[src/rtl/glue_pkg.sv]
// Package: bus codes, address fields, latch bit positions, reset values.
// Assumes an 8-bit multiplexed CPU bus sampled on clk.
package glue_pkg;
  localparam int ADDR_W          = 16;
  localparam int DATA_W          = 8;
  localparam int A15_BIT         = 15;
  localparam int RAM_HI_BIT      = 14;
  localparam int RAM_LO_BIT      = 13;
  localparam int IO_HI_BIT       = 15;
  localparam int IO_LO_BIT       = 12;
  localparam int IO_HALF_BIT     = 15;
  localparam int NUM_RAM         = 4;
  localparam int NUM_IO          = 8;
  localparam int LATCH_BANK_BIT  = 0;
  localparam int LATCH_PRINTER_DATA_STROBE_BIT  = 1;
  localparam int LATCH_CLK_BIT   = 2;
  localparam int LATCH_MOTOR_BIT = 3;
  localparam logic [2:0] IO_EXT      = 3'h0;
  localparam logic [2:0] IO_RELAY    = 3'h1;
  localparam logic [2:0] IO_PARALLEL = 3'h3;
  localparam logic [2:0] IO_SERDATA  = 3'h4;
  localparam logic [2:0] IO_SERMODE  = 3'h5;
  localparam logic [2:0] IO_LATCH    = 3'h6;
  localparam logic [2:0] IO_DISPLAY  = 3'h7;
  localparam logic [7:0] LOW_ADDR_RST = 8'h00;
  localparam logic [3:0] LATCH_RST    = 4'h0;
  localparam logic [7:0] SEL_IDLE     = 8'hFF;
  localparam logic [3:0] RAM_IDLE     = 4'hF;

  typedef struct packed {
    logic readN;
    logic writeN;
    logic ioMemN;
  } bus_ctl_s;

  typedef struct packed {
    logic romStdN;
    logic romOptN;
    logic [NUM_RAM-1:0] ramN;
  } mem_sel_s;
endpackage : glue_pkg

[src/rtl/portable_address_decode_glue.sv]
// Address separation, memory and I/O select decode, system output latch.
// Assumes CPU bus inputs are synchronous to clk; selects are registered.
`timescale 1ns/1ps
module portable_address_decode_glue
  import glue_pkg::*;
(
  input  wire logic              clk,
  input  wire logic              rst,
  input  wire logic              ale,
  input  wire logic [DATA_W-1:0] adIn,
  input  wire logic [7:0]        addrHigh,
  input  wire logic              readN,
  input  wire logic              writeN,
  input  wire logic              ioMemN,
  input  wire logic [DATA_W-1:0] keyReturn,
  output logic      [DATA_W-1:0] adOut,
  output logic                   adOe,
  output logic      [ADDR_W-1:0] addrOut,
  output logic                   romStdN,
  output logic                   romOptN,
  output logic      [NUM_RAM-1:0] ramSelN,
  output logic                   io_sel_ext_unit_n,
  output logic                   io_sel_line_relay_n,
  output logic                   io_sel_parallel_ctrl_n,
  output logic                   io_sel_serial_data_n,
  output logic                   io_sel_serial_mode_n,
  output logic                   io_sel_output_latch_n,
  output logic                   io_sel_display_n,
  output logic                   rom_bank_select,
  output logic                   printer_data_strobe,
  output logic                   clock_chip_strobe,
  output logic                   cassetteMotor
);
  bus_ctl_s          ctl;
  logic [DATA_W-1:0] lowAddr;
  logic [ADDR_W-1:0] fullAddr;
  logic              ioCycle;
  logic              memCycle;
  logic [NUM_IO-1:0] ioSelN;
  mem_sel_s          memSel;
  logic              latchWrite;
  logic              keyRead;

  logic [3:0]         systemLatch_reg;
  logic [ADDR_W-1:0]  addrOut_reg;
  mem_sel_s           memSel_reg;
  logic [NUM_IO-1:0]  ioSel_reg;
  logic [DATA_W-1:0]  adOut_reg;
  logic               adOe_reg;
  logic               latchWrite_d_reg;

  assign ctl.readN  = readN;
  assign ctl.writeN = writeN;
  assign ctl.ioMemN = ioMemN;

  low_address_latch u_low_address_latch (
    .clk     (clk),
    .rst     (rst),
    .ale     (ale),
    .adIn    (adIn),
    .lowAddr (lowAddr)
  );

  // In I/O cycles the CPU repeats the port number on the high byte
  assign fullAddr = {addrHigh, lowAddr};
  assign ioCycle  = ctl.ioMemN && !(ctl.readN && ctl.writeN);
  assign memCycle = !ctl.ioMemN && !(ctl.readN && ctl.writeN);

  io_page_decoder u_io_page_decoder (
    .ioCycle (ioCycle),
    .nibble  (fullAddr[IO_HI_BIT:IO_LO_BIT]),
    .selN    (ioSelN)
  );

  // Memory select decode
  always_comb begin
    memSel.romStdN = 1'b1;
    memSel.romOptN = 1'b1;
    memSel.ramN    = RAM_IDLE;
    if (memCycle) begin
      if (fullAddr[A15_BIT]) begin
        memSel.ramN[fullAddr[RAM_HI_BIT:RAM_LO_BIT]] = 1'b0;
      end else if (systemLatch_reg[LATCH_BANK_BIT]) begin
        memSel.romOptN = 1'b0;
      end else begin
        memSel.romStdN = 1'b0;
      end
    end
  end

  assign latchWrite = !ioSelN[IO_LATCH] && !ctl.writeN;
  assign keyRead    = !ioSelN[IO_LATCH] && !ctl.readN;

  // System output latch, captured once per write cycle
  always_ff @(posedge clk or posedge rst) begin
    if (rst) begin
      systemLatch_reg  <= LATCH_RST;
      latchWrite_d_reg <= 1'b0;
    end else begin
      latchWrite_d_reg <= latchWrite;
      if (latchWrite && !latchWrite_d_reg) begin
        systemLatch_reg <= adIn[LATCH_MOTOR_BIT:LATCH_BANK_BIT];
      end
    end
  end

  // Registered address and selects
  always_ff @(posedge clk or posedge rst) begin
    if (rst) begin
      addrOut_reg <= '0;
      memSel_reg  <= {1'b1, 1'b1, RAM_IDLE};
      ioSel_reg   <= SEL_IDLE;
    end else begin
      addrOut_reg <= fullAddr;
      memSel_reg  <= memSel;
      ioSel_reg   <= ioSelN;
    end
  end

  // Keyboard return lines onto the data bus
  always_ff @(posedge clk or posedge rst) begin
    if (rst) begin
      adOut_reg <= '0;
      adOe_reg  <= 1'b0;
    end else begin
      adOut_reg <= keyReturn;
      adOe_reg  <= keyRead;
    end
  end

  assign addrOut                = addrOut_reg;
  assign romStdN                = memSel_reg.romStdN;
  assign romOptN                = memSel_reg.romOptN;
  assign ramSelN                = memSel_reg.ramN;
  assign io_sel_ext_unit_n      = ioSel_reg[IO_EXT];
  assign io_sel_line_relay_n    = ioSel_reg[IO_RELAY];
  assign io_sel_parallel_ctrl_n = ioSel_reg[IO_PARALLEL];
  assign io_sel_serial_data_n   = ioSel_reg[IO_SERDATA];
  assign io_sel_serial_mode_n   = ioSel_reg[IO_SERMODE];
  assign io_sel_output_latch_n  = ioSel_reg[IO_LATCH];
  assign io_sel_display_n       = ioSel_reg[IO_DISPLAY];
  assign adOut                  = adOut_reg;
  assign adOe                   = adOe_reg;
  assign rom_bank_select        = systemLatch_reg[LATCH_BANK_BIT];
  assign printer_data_strobe    = systemLatch_reg[LATCH_PRINTER_DATA_STROBE_BIT];
  assign clock_chip_strobe      = systemLatch_reg[LATCH_CLK_BIT];
  assign cassetteMotor          = systemLatch_reg[LATCH_MOTOR_BIT];
endmodule : portable_address_decode_glue

[src/rtl/low_address_latch.sv]
// Captures the low address byte from the shared lines on the latch strobe.
// Assumes the strobe is synchronous to clk and high in the address phase.
`timescale 1ns/1ps
module low_address_latch
  import glue_pkg::*;
(
  input  wire logic              clk,
  input  wire logic              rst,
  input  wire logic              ale,
  input  wire logic [DATA_W-1:0] adIn,
  output logic      [DATA_W-1:0] lowAddr
);
  logic [DATA_W-1:0] lowAddr_reg;

  // Transparent while strobe high, holds after it falls
  always_ff @(posedge clk or posedge rst) begin
    if (rst) begin
      lowAddr_reg <= LOW_ADDR_RST;
    end else if (ale) begin
      lowAddr_reg <= adIn;
    end
  end

  assign lowAddr = ale ? adIn : lowAddr_reg;
endmodule : low_address_latch

[src/rtl/io_page_decoder.sv]
// Decodes the top address nibble into eight active-low I/O selects.
// Assumes the caller qualifies with an I/O cycle.
`timescale 1ns/1ps
module io_page_decoder
  import glue_pkg::*;
(
  input  wire logic        ioCycle,
  input  wire logic [3:0]  nibble,
  output logic [NUM_IO-1:0] selN
);
  always_comb begin
    selN = SEL_IDLE;
    if (ioCycle && nibble[3]) begin
      selN[nibble[2:0]] = 1'b0;
    end
  end
endmodule : io_page_decoder

[config.mk]
export PLATFORM = sky130hd
export DESIGN_NAME = portable_address_decode_glue
export DESIGN_NICKNAME = d
export VERILOG_FILES = /design/src/rtl/glue_pkg.sv /design/src/rtl/portable_address_decode_glue.sv /design/src/rtl/low_address_latch.sv /design/src/rtl/io_page_decoder.sv
export SDC_FILE = /design/constraint.sdc
export NUM_CORES = 1
export LEC_CHECK = 0
export ABC_AREA = 0
export BUFFER_PORTS_ARGS = -buffer_cell sky130_fd_sc_hd__buf_2
export CORE_MARGIN = 2
export CORE_UTILIZATION = 43
export DETAILED_ROUTE_END_ITERATION = 12
export HOLD_SLACK_MARGIN = 0.05
export PLACE_DENSITY = 0.77
export SKIP_LAST_GASP = 1
export SLEW_MARGIN = 10
export SYNTH_ARGS = -nofsm -noshare
export SYNTH_HDL_FRONTEND = slang
export SYNTH_SLANG_ARGS = --single-unit
export TNS_END_PERCENT = 5
[constraint.sdc]
create_clock -name clk -period 1.45 [get_ports clk]
set_input_delay 0.145 -clock clk [delete_from_list [all_inputs] [get_ports clk]]
set_output_delay 0.145 -clock clk [all_outputs]
set_load 0.01 [all_outputs]
# == Yosys cells after proc, flatten, opt, wreduce, memory -nomap -nowiden ==
# Cells that the tools add are included.
# totals
wordCells,42
out_inout_bits,42
regBits,52
# op_classes
reduce_logical,15
mux,11
order_cmp,4
bitwise,2
# op_table
cell,n
8-bit 2-to-1 mux,2
1-bit logical AND,9
8-bit NOT,1
1-bit logical NOT,6
6-bit 2-to-1 mux,1
"3-bit by 4-bit less-than comparator with 1-bit output, second input constant",1
1-bit 2-to-1 mux,4
4-bit 2-to-1 mux,1
4-bit NOT,1
1-bit demux with 3-bit select,1
"3-bit by 1-bit greater-or-equal comparator with 1-bit output, second input constant",1
"2-bit by 3-bit less-than comparator with 1-bit output, second input constant",1
1-bit demux with 2-bit select,1
"2-bit by 1-bit greater-or-equal comparator with 1-bit output, second input constant",1
2-bit 2-to-1 mux,1

# == Depth between registers and ports, before layout ==
# Gate-level depths: netlist of run 1.
# depth
depth_word,9
mapped_depth,3
mapped_depth_nobuf,3

# == Hierarchy ==
# Synthesis of run 1 repeated with hierarchy kept, for this count alone.
# hier_totals
cells_unflattened,92
hier_area_um2,1631.6
# modules_own_cells
mod,area_each_um2,cells_each,seq_area_each_um2,instances
portable_address_decode_glue,1227.4,61,1092.3,1
low_address_latch,335.3,18,200.2,1
io_page_decoder,68.8,13,0.0,1

# == Least setup slack after synthesis of run 1 ==
# No wires, ideal clock.
# synth_timing
path_kind,reg2reg
from,reg latchWrite_d_reg
to,reg systemLatch_reg[0]
setup_time_ps,125
t_required_ps,1325
t_arrival_ps,1188
period_less_slack_ps,1313
slack_ps,137
stages_incl_launch_ff,4
n_path_buf,0
cell_sequence,dfrtp_1 or3_4 nor3_4 mux2_2
# synth_between
elab_chain_len,2
# synth_lines
item,line_no,source
"start, declared",portable_address_decode_glue.sv:50,logic latchWrite_d_reg;
"start signal, assigned",portable_address_decode_glue.sv:100,latchWrite_d_reg <= latchWrite;
1-bit logical NOT,portable_address_decode_glue.sv:101,if (latchWrite && !latchWrite_d_reg) begin
1-bit logical AND,portable_address_decode_glue.sv:101,
"end signal, assigned",portable_address_decode_glue.sv:102,systemLatch_reg <= adIn[LATCH_MOTOR_BIT:LATCH_BANK_BIT];
"end, declared",portable_address_decode_glue.sv:44,logic [3:0] systemLatch_reg;
# No other way between the ends.
# A chain may end at the register's enable or synchronous reset.

# == Worst setup path after layout of run 1 ==
# layout_timing
from,in addrHigh[5]
to,reg systemLatch_reg[0]
# layout_between
elab_chain_len,9
word_cells_on_any_way,10
classes_between,order compare: 2; mux: 3; bitwise: 1; reduce/logical: 4
# layout_lines
item,line_no,source
"start, declared",portable_address_decode_glue.sv:11,"input wire logic [7:0] addrHigh,"
3-bit by 4-bit less-than comparator with 1-bit output (implied by the code) / 3-bit by 1-bit greater-or-equal comparator with 1-bit output (equally long branches),io_page_decoder.sv:14,selN[nibble[2:0]] = 1'b0;
1-bit logical AND (implied by the code),io_page_decoder.sv:14,
1-bit 2-to-1 mux (implied by the code),io_page_decoder.sv:14,
1-bit demux with 3-bit select *,--,
8-bit NOT (no line) *,--,
8-bit 2-to-1 mux *,io_page_decoder.sv:13,if (ioCycle && nibble[3]) begin
1-bit logical NOT *,portable_address_decode_glue.sv:91,assign latchWrite = !ioSelN[IO_LATCH] && !ctl.writeN;
1-bit logical AND *,portable_address_decode_glue.sv:91,
1-bit logical AND *,portable_address_decode_glue.sv:101,
# Every way passes the cells marked *; elsewhere a longest branch is shown, timed or not.

==> results of run 1 <==
[per-stage QoR]
step / setup TNS [ns] / hold WS [ns]
finish: 0 / 0.0973
global route: -0.0158 / 0.0939
CTS: 0 / 0.0701
detailed placement: 0 / 0.255
global placement: 0 / 0.253
floorplan: 0 / 0.176
[placed cells by master (no fill, tap or decap), types with 2 or more instances in the layout]
master,netlist,final
nor2b_1,3,3
mux2_2,12,12
nand3_1,3,3
clkbuf_4,0,5
inv_1,2,2
buf_2,0,71
nand2_1,11,11
dlygate4sd3_1,0,27
nor4_1,2,2
dfstp_2,13,13
dfrtp_1,30,30
[worst min path at each step]
| stage | end | start | slack, ns |
|---|---|---|---|
| 2_1_floorplan | adOut[0] | keyReturn[0] | 0.18 |
| 3_3_place_gp | adOut[3] | keyReturn[3] | 0.25 |
| 3_5_place_dp | adOut[1] | keyReturn[1] | 0.26 |
| 4_1_cts | ioSel_reg[4] | addrHigh[4] | 0.07 |
| 5_1_grt | ioSel_reg[4] | addrHigh[4] | 0.09 |
| 6_report | ioSel_reg[4] | addrHigh[4] | 0.1 |
[final cells by class]
class / instances / area [µm²] / share of cell area (%)
Inverter: 2 / 7.51 / 0.348
Tap cell: 44 / 55.1 / 2.55
Clock inverter: 2 / 13.8 / 0.638
Sequential cell: 43 / 1090 / 50.7
Timing Repair Buffer: 99 / 633 / 29.4
Clock buffer: 6 / 62.6 / 2.90
Multi-Input combinational cell: 39 / 292 / 13.5
[layer usage]
metal / GRT usage (%) / part of all wire (%)
met3: 4.69 / 6.3
met1: 19.0 / 37
met4: 9.01 / 1.4
met2: 30.7 / 55
met5: 0 / 0
[logic make-up (layout without fill, tap and decap cells)]
logic type	Yosys count	after routing	synth area share, %
muxes	12	12	9.72
buffers and inverters	3	109	0.810
and+or+nand+nor	24	24	9.45
AOI/OAI and AO/OA	3	3	1.44
DFF	43	43	78.6
[worst register-to-register path: stages (launching register included)]
cell     delay [ns]
dfrtp_1        0.39
or3_4          0.34
nor3_4         0.21
mux2_2         0.36
[power groups by stage]
stage	clock [mW]	combinational, mW	sequential, mW
CTS	0.690	0.328	1.31
finish	0.661	0.328	1.31
floorplan	0	0.0875	1.37
detailed placement	0	0.273	1.33
global route	0.743	0.359	1.32
global placement	0	0.264	1.33
[what timing repair did]
action | 4_1_cts | 5_1_grt
setup buffers | 0 | 0
endpoints found under the setup margin | 0 | 3
resized for setup | 0 | 1
hold buffers | 27 | 0
endpoints found under the hold margin | 64 | 0
==> out/metrics.yaml, run 1 <==
outcome:
  status: "completed"
timing:
  hold_violations: 0
  slew_viol_final: 0
  rsz0062_at_grt: "true"
  post-route-period-util_pct: 96.8
  worst_slack_ns: 0.0468
  skew_ns: 0.0118
  setup_viol: 0
  max-slew-margin-rel_pct: 66.9
  fmax_mhz: 713
  min_period_ns: 1.40
  tightest_slew_ns: 0.496
setup_path:
  reg2regPathDepth: 3
  worstSetupStartpointType: "primary input"
  rrSetupSlack_ns: 0.06
  crit_family: "buffers and inverters"
  cp_max_fo: 8
  endpoint: "systemLatch_reg[0]"
  end_kind: "flop"
  reg2reg_from: "latchWrite_d_reg"
  crit_buf_inv: 2
  setup.worst_path.start: "addrHigh[5]"
  cpPeakStageDelay_ns: 0.53
  regToRegEndpoint: "systemLatch_reg[0]"
  worstSetupPathType: "primary input to flop"
  slowest_stage: "dlygate4sd3_1"
  worstPathArrival_ns: 1.65
  cp_cell_sequence: "dlygate4sd3_1 -> buf_2 -> nand2_1 -> nor3_4 -> mux2_2"
  crit_cells: 5
  worstPathRequired_ns: 1.69
clock_tree:
  clkSinkCount: 43
  cts_tree: "yes"
  path_clk_slew_ns: 0.12
  root_buffer: "clkbuf_4"
  cts_buffers: 5
  clkLatencyLatePin_ns: 0.34
  htreeDepth: 2
  cts_buffer_depth: 2
power_and_ir_drop:
  p_sw_share_pct: 24.1
  clkPwrFrac_pct: 28.7
  switchingPower_uw: 554
  power_mw: 2.30
  pwr_density_cell_nw_per_um2: 1070
  p_comb_share_pct: 14.2
  power.internal_mw: 1.75
  pwr-share-seq_pct: 57.0
  leakagePower_nw: 1.02
  peakVddDrop_mv: 0.892
placed_design:
  pre_cts_ws_ns: 0.0518
  dp.cells: 200
  io_buffer_count: 71
  dpl_cell_area_um2: 1800
  dp_hpwl_um: 1950
  gp_congestion: 0.729
logic_synthesis:
  yosysMostFrequentCell: "dfrtp_1"
  synth.area.top_cells: "dfrtp_1, dfstp_2, mux2_2, nand2_1, nor2b_1"
  syn_nets: 115
  netlist_top_cells_count: "dfrtp_1, dfstp_2, mux2_2"
  dominantRegCellSynth: "dfrtp_1"
  ys_types: 16
  yosysSeqAreaShare_pct: 78.6
  synth_area_per_cell_um2: 16.4
  synthArstFlopShare_pct: 100
  yosysWarnings: 0
  syn_inst: 85
  ys_ff_latch: 43
  synth_top_area_cell: "dfrtp_1"
  synth_top_area_share_pct: 54.0
  syn_area_um2: 1390
  synth_edf_count: 0
floorplanning:
  core-area_um2: 3050
  die_h_um: 60.9
  die_x_um: 60.9
  ios: 72
  dieArea_um2: 3700
  row_count: 20
  start_util_pct: 45.5
routing:
  drtPass1Iterations: 5
  vias_per_cell: 4.49
  drt-total-wl_um: 2990
  antenna_left: 0
  drtIter0Drc: 15
  vias: 1056
  wire_per_inst_um: 12.7
  drc: 0
layout:
  drive_gt1_share_pct: 56.5
  diodes: 0
  nets: 220
  area_delta_synth_final_pct: 55.1
  layout.cells.non_filler: 235
  largest_reg_flops: 9
  final_area_um2: 2160
  fill_cells: 227
  fin_util_pct: 70.6
global_route:
  grt_pass1_vias: 1127
  grt_max_degree: 44
  antenna_found_initial: 0
  grtUsageTotal_pct: 17.4
  grt_first_pass_wirelength_um: 4640
  grt-ovfl-total: 0
worst_hold_path:
  hold_class: "primary input to flop"
  hold_path_depth: 3
run:
  drv_cap: 0
No activity file was read; power rests on OpenSTA's default activity.
==> run 2, diff against run 1 <==
- GPL_TIMING_DRIVEN: default -> 0
==> out/metrics.yaml, run 2 (synthesis results as in run 1) <==
layout:
  largest_reg_flops: 9  # unchanged
  layout.cells.non_filler: 234  # -0.43%
  fill_cells: 238  # +4.8%
  final_common_cell: "buf_2"
  diodes: 0  # unchanged
  area_delta_synth_final_pct: 54.5
  nets: 219  # -0.45%
  layout_common_cells: "buf_2, dfrtp_1, dlygate4sd3_1, dfstp_2, mux2_2"
  fin_util_pct: 70.3  # -0.29 points
  drive_gt1_share_pct: 55.8  # -0.76 points
timing:
  slew_viol_final: 0  # unchanged
  tightest_slew_ns: 0.827  # +0.330 ns
  min_period_ns: 1.40  # +0.000920 ns
  hold_violations: 0  # unchanged
  max-slew-margin-rel_pct: 44.8  # -22 points
  worst_slack_ns: 0.0458  # -0.000920 ns
  setup_viol: 0  # unchanged
  fmax_mhz: 712  # about the same
  post-route-period-util_pct: 96.8  # about the same
  skew_ns: 0.0117  # -0.000162 ns
  rsz0062_at_grt: "true"
global_route:
  antenna_found_initial: 0  # unchanged
  grt_pass1_vias: 1064  # -5.6%
  grt_max_degree: 44  # unchanged
  grtUsageTotal_pct: 18.4  # +1.0 points
  grt_first_pass_wirelength_um: 4750  # +2.4%
  grt-ovfl-total: 0  # unchanged
floorplanning:
  row_count: 20  # unchanged
  die_x_um: 60.9  # unchanged
  ios: 72  # unchanged
  core-area_um2: 3050  # unchanged
  start_util_pct: 45.5  # unchanged
  dieArea_um2: 3700  # unchanged
  die_h_um: 60.9  # unchanged
clock_tree:
  cts_buffer_depth: 2  # unchanged
  clkLatencyLatePin_ns: 0.35  # about the same
  root_buffer: "clkbuf_4"
  postCtsSetupBuffers: 0  # unchanged
  cts-resized-gates: 0  # unchanged
  clkSinkCount: 43  # unchanged
  path_clk_slew_ns: 0.12  # about the same
  cts_tree: "yes"
  htreeDepth: 2  # unchanged
  cts_buffers: 5  # unchanged
setup_path:
  rrSetupSlack_ns: 0.05  # about the same
  reg2reg_from: "latchWrite_d_reg"
  cpPeakStageDelay_ns: 0.38  # -0.15 ns
  slowest_stage: "dfrtp_1"
  crit_family: "simple AND/OR/NAND/NOR gates"
  regToRegEndpoint: "systemLatch_reg[1]"
  end_kind: "flop"
  worstPathRequired_ns: 1.69  # about the same
  crit_buf_inv: 0  # -2
  worstPathArrival_ns: 1.64  # about the same
  worstSetupStartpointType: "flop"
  worstSetupPathType: "flop to flop"
  reg2regPathDepth: 3  # unchanged
  cp_cell_sequence: "or3_4 -> nor3_4 -> mux2_2"
  cp_max_fo: 4  # -4
worst_hold_path:
  hold_class: "primary input to flop"
  hold_end: "ioSel_reg[4]"
  hold_path_depth: 3  # unchanged
  min_from: "addrHigh[4]"
routing:
  drc: 0  # unchanged
  vias_per_cell: 4.50  # +0.24%
  vias: 1054  # -0.19%
  wire_per_inst_um: 12.8  # +0.43%
  drtPass1Iterations: 4  # -1
  antenna_left: 0  # unchanged
  drtIter0Drc: 10  # -5
  drt-total-wl_um: 2990  # unchanged
power_and_ir_drop:
  peakVddDrop_mv: 0.670  # -25%
  leakagePower_nw: 1.01  # -0.63%
  pwr_density_cell_nw_per_um2: 1090  # +1.9%
  power_mw: 2.34  # +1.5%
placed_design:
  dp.cells: 199  # -0.50%
  gp_congestion: 0.737  # +1.1%
  dp_hpwl_um: 1970  # +1.4%
  io_buffer_count: 70  # -1.4%
  pre_cts_ws_ns: 0.0558  # +0.00393 ns
run:
  drv_cap: 0  # unchanged
outcome:
  status: "completed"
## run 2: stage by stage
step / area (µm²) / hold WS [ns] / setup TNS [ns]
2_1_floorplan: 1390 / 0.176 / 0
3_3_place_gp: 1800 / 0.253 / -2.07
3_5_place_dp: 1800 / 0.255 / 0
4_1_cts: 2150 / 0.0623 / 0
5_1_grt: 2150 / 0.0725 / -0.0347
6_report: 2150 / 0.0861 / 0
## run 2: where the power goes
| group | total [mW] | switching [mW] | leakage [nW] | internal [mW] |
|---|---|---|---|---|
| registers | 1.31 | 0.0341 | 0.496 | 1.28 |
| clock network | 0.697 | 0.359 | 0.0464 | 0.339 |
| logic | 0.326 | 0.154 | 0.469 | 0.172 |
## run 2: repair_timing
action | 4_1_cts | 5_1_grt
endpoints found under the hold margin | 64 | 0
hold buffers | 27 | 0
endpoints found under the setup margin | 0 | 4
## run 2: worst max path at each step
stage                          start                  to  slack (ns)  cells past startpoint
floorplan           latchWrite_d_reg  systemLatch_reg[0]        0.14                      3
global placement                 rst                adOe       -0.07                      2
detailed placement       addrHigh[4]  systemLatch_reg[3]        0.06                      4
CTS                 latchWrite_d_reg  systemLatch_reg[1]        0.03                      3
global route        latchWrite_d_reg  systemLatch_reg[1]       -0.01                      3
finish              latchWrite_d_reg  systemLatch_reg[1]        0.05                      3
## run 2: cell type report
| class | count | area, µm² | share of cell area [%] |
|---|---|---|---|
| inverters | 2 | 7.51 | 0.350 |
| flip-flops and latches | 43 | 1090 | 50.9 |
| clock buffers | 7 | 76.3 | 3.55 |
| plain buffers | 1 | 3.75 | 0.175 |
| multi-input cells | 39 | 287 | 13.3 |
| repair buffers | 97 | 621 | 28.9 |
| clock inverters | 1 | 5.00 | 0.233 |
| well taps | 44 | 55.1 | 2.56 |
## run 2: metal layers
layer / vias to the layer above / track usage (%) / share of wire (%)
li1: 490 / - / -
met4: 0 / 4.66 / 0.87
met3: 4 / 7.89 / 8.8
met1: 506 / 21.2 / 38
met5: - / 0 / 0
met2: 54 / 31.8 / 53
## run 2: worst register-to-register path, delay by kind of cell, from the launching register on
kind / cells / cell delay [ns]
muxes: 1 / 0.37
DFF: 1 / 0.38
and+or+nand+nor: 2 / 0.54
==> run 3, diff against run 2 <==
- CORE_ASPECT_RATIO: default -> 2
==> out/metrics.yaml, run 3 (synthesis results as in run 1) <==
power_and_ir_drop:
  p_comb_share_pct: 12.9  # -1.0 points
  clkPwrFrac_pct: 30.9  # +1.1 points
  switchingPower_uw: 566  # +3.6%
  peakVddDrop_mv: 0.809  # +21%
  pwr-share-seq_pct: 56.2  # about the same
  p_sw_share_pct: 24.2  # +0.86 points
  pwr_density_cell_nw_per_um2: 1150  # +5.9%
  leakagePower_nw: 0.960  # -5.1%
  power.internal_mw: 1.77  # -1.2%
  power_mw: 2.34  # -0.10%
routing:
  drt-total-wl_um: 2970  # -0.70%
  antenna_left: 0  # unchanged
  vias: 1036  # -1.7%
  drtPass1Iterations: 4  # unchanged
  drtIter0Drc: 11  # +1
  drc: 0  # unchanged
  wire_per_inst_um: 14.2  # +11%
  vias_per_cell: 4.93  # +9.5%
placed_design:
  gp_congestion: 0.773  # +4.9%
  io_buffer_count: 70  # unchanged
  dp_hpwl_um: 2020  # +2.4%
timing:
  min_period_ns: 1.39  # -0.0173 ns
  slew_viol_final: 0  # unchanged
  skew_ns: 0.00465  # -0.00702 ns
  tightest_slew_ns: 0.831  # +0.00438 ns
  hold_violations: 0  # unchanged
  fmax_mhz: 721  # +1.2%
  post-route-period-util_pct: 95.6  # -1.2 points
  timing.hold.ws_ns: 0.0623  # -0.0238 ns
  rsz0062_at_grt: "true"
  setup_viol: 0  # unchanged
  max-slew-margin-rel_pct: 44.5  # -0.29 points
  fin_tns_setup_ns: 0  # unchanged
floorplanning:
  dieArea_um2: 3730  # +0.76%
  row_count: 29  # +45%
  ios: 72  # unchanged
  core-area_um2: 3120  # +2.2%
  die_h_um: 84.4  # +39%
  die_x_um: 44.2  # -27%
  start_util_pct: 44.5  # -0.99 points
clock_tree:
  clkLatencyLatePin_ns: 0.29  # -0.06 ns
  cts_buffer_depth: 2  # unchanged
  path_clk_slew_ns: 0.07  # -0.05 ns
  htreeDepth: 2  # unchanged
  clkSinkCount: 43  # unchanged
  cts_tree: "yes"
  root_buffer: "clkbuf_8"
  cts_buffers: 5  # unchanged
outcome:
  status: "completed"
setup_path:
  worstSetupPathType: "flop to flop"
  worstPathArrival_ns: 1.56  # -0.08 ns
  cpPeakStageDelay_ns: 0.37  # about the same
  cp_cell_sequence: "or3_4 -> nor3_4 -> mux2_2"
  cp_max_fo: 4  # unchanged
  end_kind: "flop"
  slowest_stage: "dfrtp_1"
  worstPathRequired_ns: 1.63  # -0.06 ns
  worstSetupStartpointType: "flop"
layout:
  layout_common_cells: "buf_2, dfrtp_1, dlygate4sd3_1, dfstp_2, mux2_2"
  drive_gt1_share_pct: 58.7  # +2.9 points
  nets: 208  # -5.0%
  largest_reg_flops: 9  # unchanged
  final_common_cell: "buf_2"
  area_delta_synth_final_pct: 45.6
  diodes: 0  # unchanged
  fill_cells: 228  # -4.2%
global_route:
  grt_max_degree: 44  # unchanged
  grtUsageTotal_pct: 17.4  # -1.1 points
  grt_first_pass_wirelength_um: 4750  # +0.15%
  grt_pass1_vias: 1085  # +2.0%
  grt-ovfl-total: 0  # unchanged
  antenna_found_initial: 0  # unchanged
run:
  drv_cap: 0  # unchanged
worst_hold_path:
  hold_class: "primary input to flop"
-- run 3: changes by cell type in the layout (fill, tap and decap cells not counted) --
| cell | before | now |
|---|---|---|
| clkinvlp_4 | 0 | 1 |
| clkbuf_8 | 1 | 5 |
| clkbuf_16 | 1 | 0 |
| clkbuf_4 | 5 | 0 |
| clkbuf_1 | 1 | 2 |
| dlygate4sd3_1 | 27 | 16 |
-- run 3: layer usage --
layer / wire length, µm / GRT usage (%) / vias to the layer above
met4: 100 / 9.92 / 0
met3: 240 / 4.52 / 11
met5: 0 / 0 / -
met1: 943 / 16.6 / 501
met2: 1690 / 31.1 / 57
li1: - / - / 467
-- run 3: path summary, 6_finish.rpt --
path / startpoint / cells after the start / end / slack, ns
setup / recovery: latchWrite_d_reg / 3 / systemLatch_reg[2] / 0.06
hold / removal: addrHigh[6] / 1 / addrOut[14] / 0.06
setup reg to reg: latchWrite_d_reg / 3 / systemLatch_reg[2] / 0.06
hold reg to reg: systemLatch_reg[0] / 1 / romOptN / 0.46
max in group asynchronous: rst / 3 / u_low_address_latch.lowAddr_reg[6] / 0.34
min in group asynchronous: rst / 3 / addrOut[8] / 0.59
-- run 3: area by class of cell --
cell class	count	area [µm²]	share of cell area, %
Tap cell	31	38.8	1.92
Clock buffer	6	72.6	3.58
Buffer	1	3.75	0.185
Timing Repair Buffer	86	510	25.2
Clock inverter	2	12.5	0.618
Multi-Input combinational cell	39	287	14.2
Sequential cell	43	1090	54.0
Inverter	2	7.51	0.371
-- run 3: worst max-delay path, delay by kind of cell (launching register included) --
kind	cells	cell delay (ns)
and+or+nand+nor	2	0.54
muxes	1	0.36
DFF	1	0.37
-- run 3: through the flow --
| step | cells | instance area (µm²) | setup WS [ns] | util, % |
|---|---|---|---|---|
| floorplan | 85 | 1390 | 0.137 | - |
| global placement | 186 | 1780 | -0.0704 | 57.0 |
| detailed placement | 186 | 1780 | 0.0388 | 57.0 |
| CTS | 210 | 2020 | 0.0276 | 64.9 |
| global route | 210 | 2020 | -0.00183 | 64.9 |
| finish | 210 | 2020 | 0.0631 | 64.9 |
-- run 3: power by group through the flow --
stage	registers (mW)	clock network [mW]	logic [mW]
after floorplan	1.37	0	0.0875
after CTS	1.31	0.739	0.305
after detailed placement	1.33	0	0.271
final	1.31	0.721	0.302
after global placement	1.33	0	0.264
after global routing	1.32	0.790	0.330
-- run 3: what timing repair did --
item	CTS	global route
buffers inserted	0	0
hold buffers	16	0
setup endpoints to repair	0	1
gates resized for setup	0	0
hold endpoints to repair	32	0
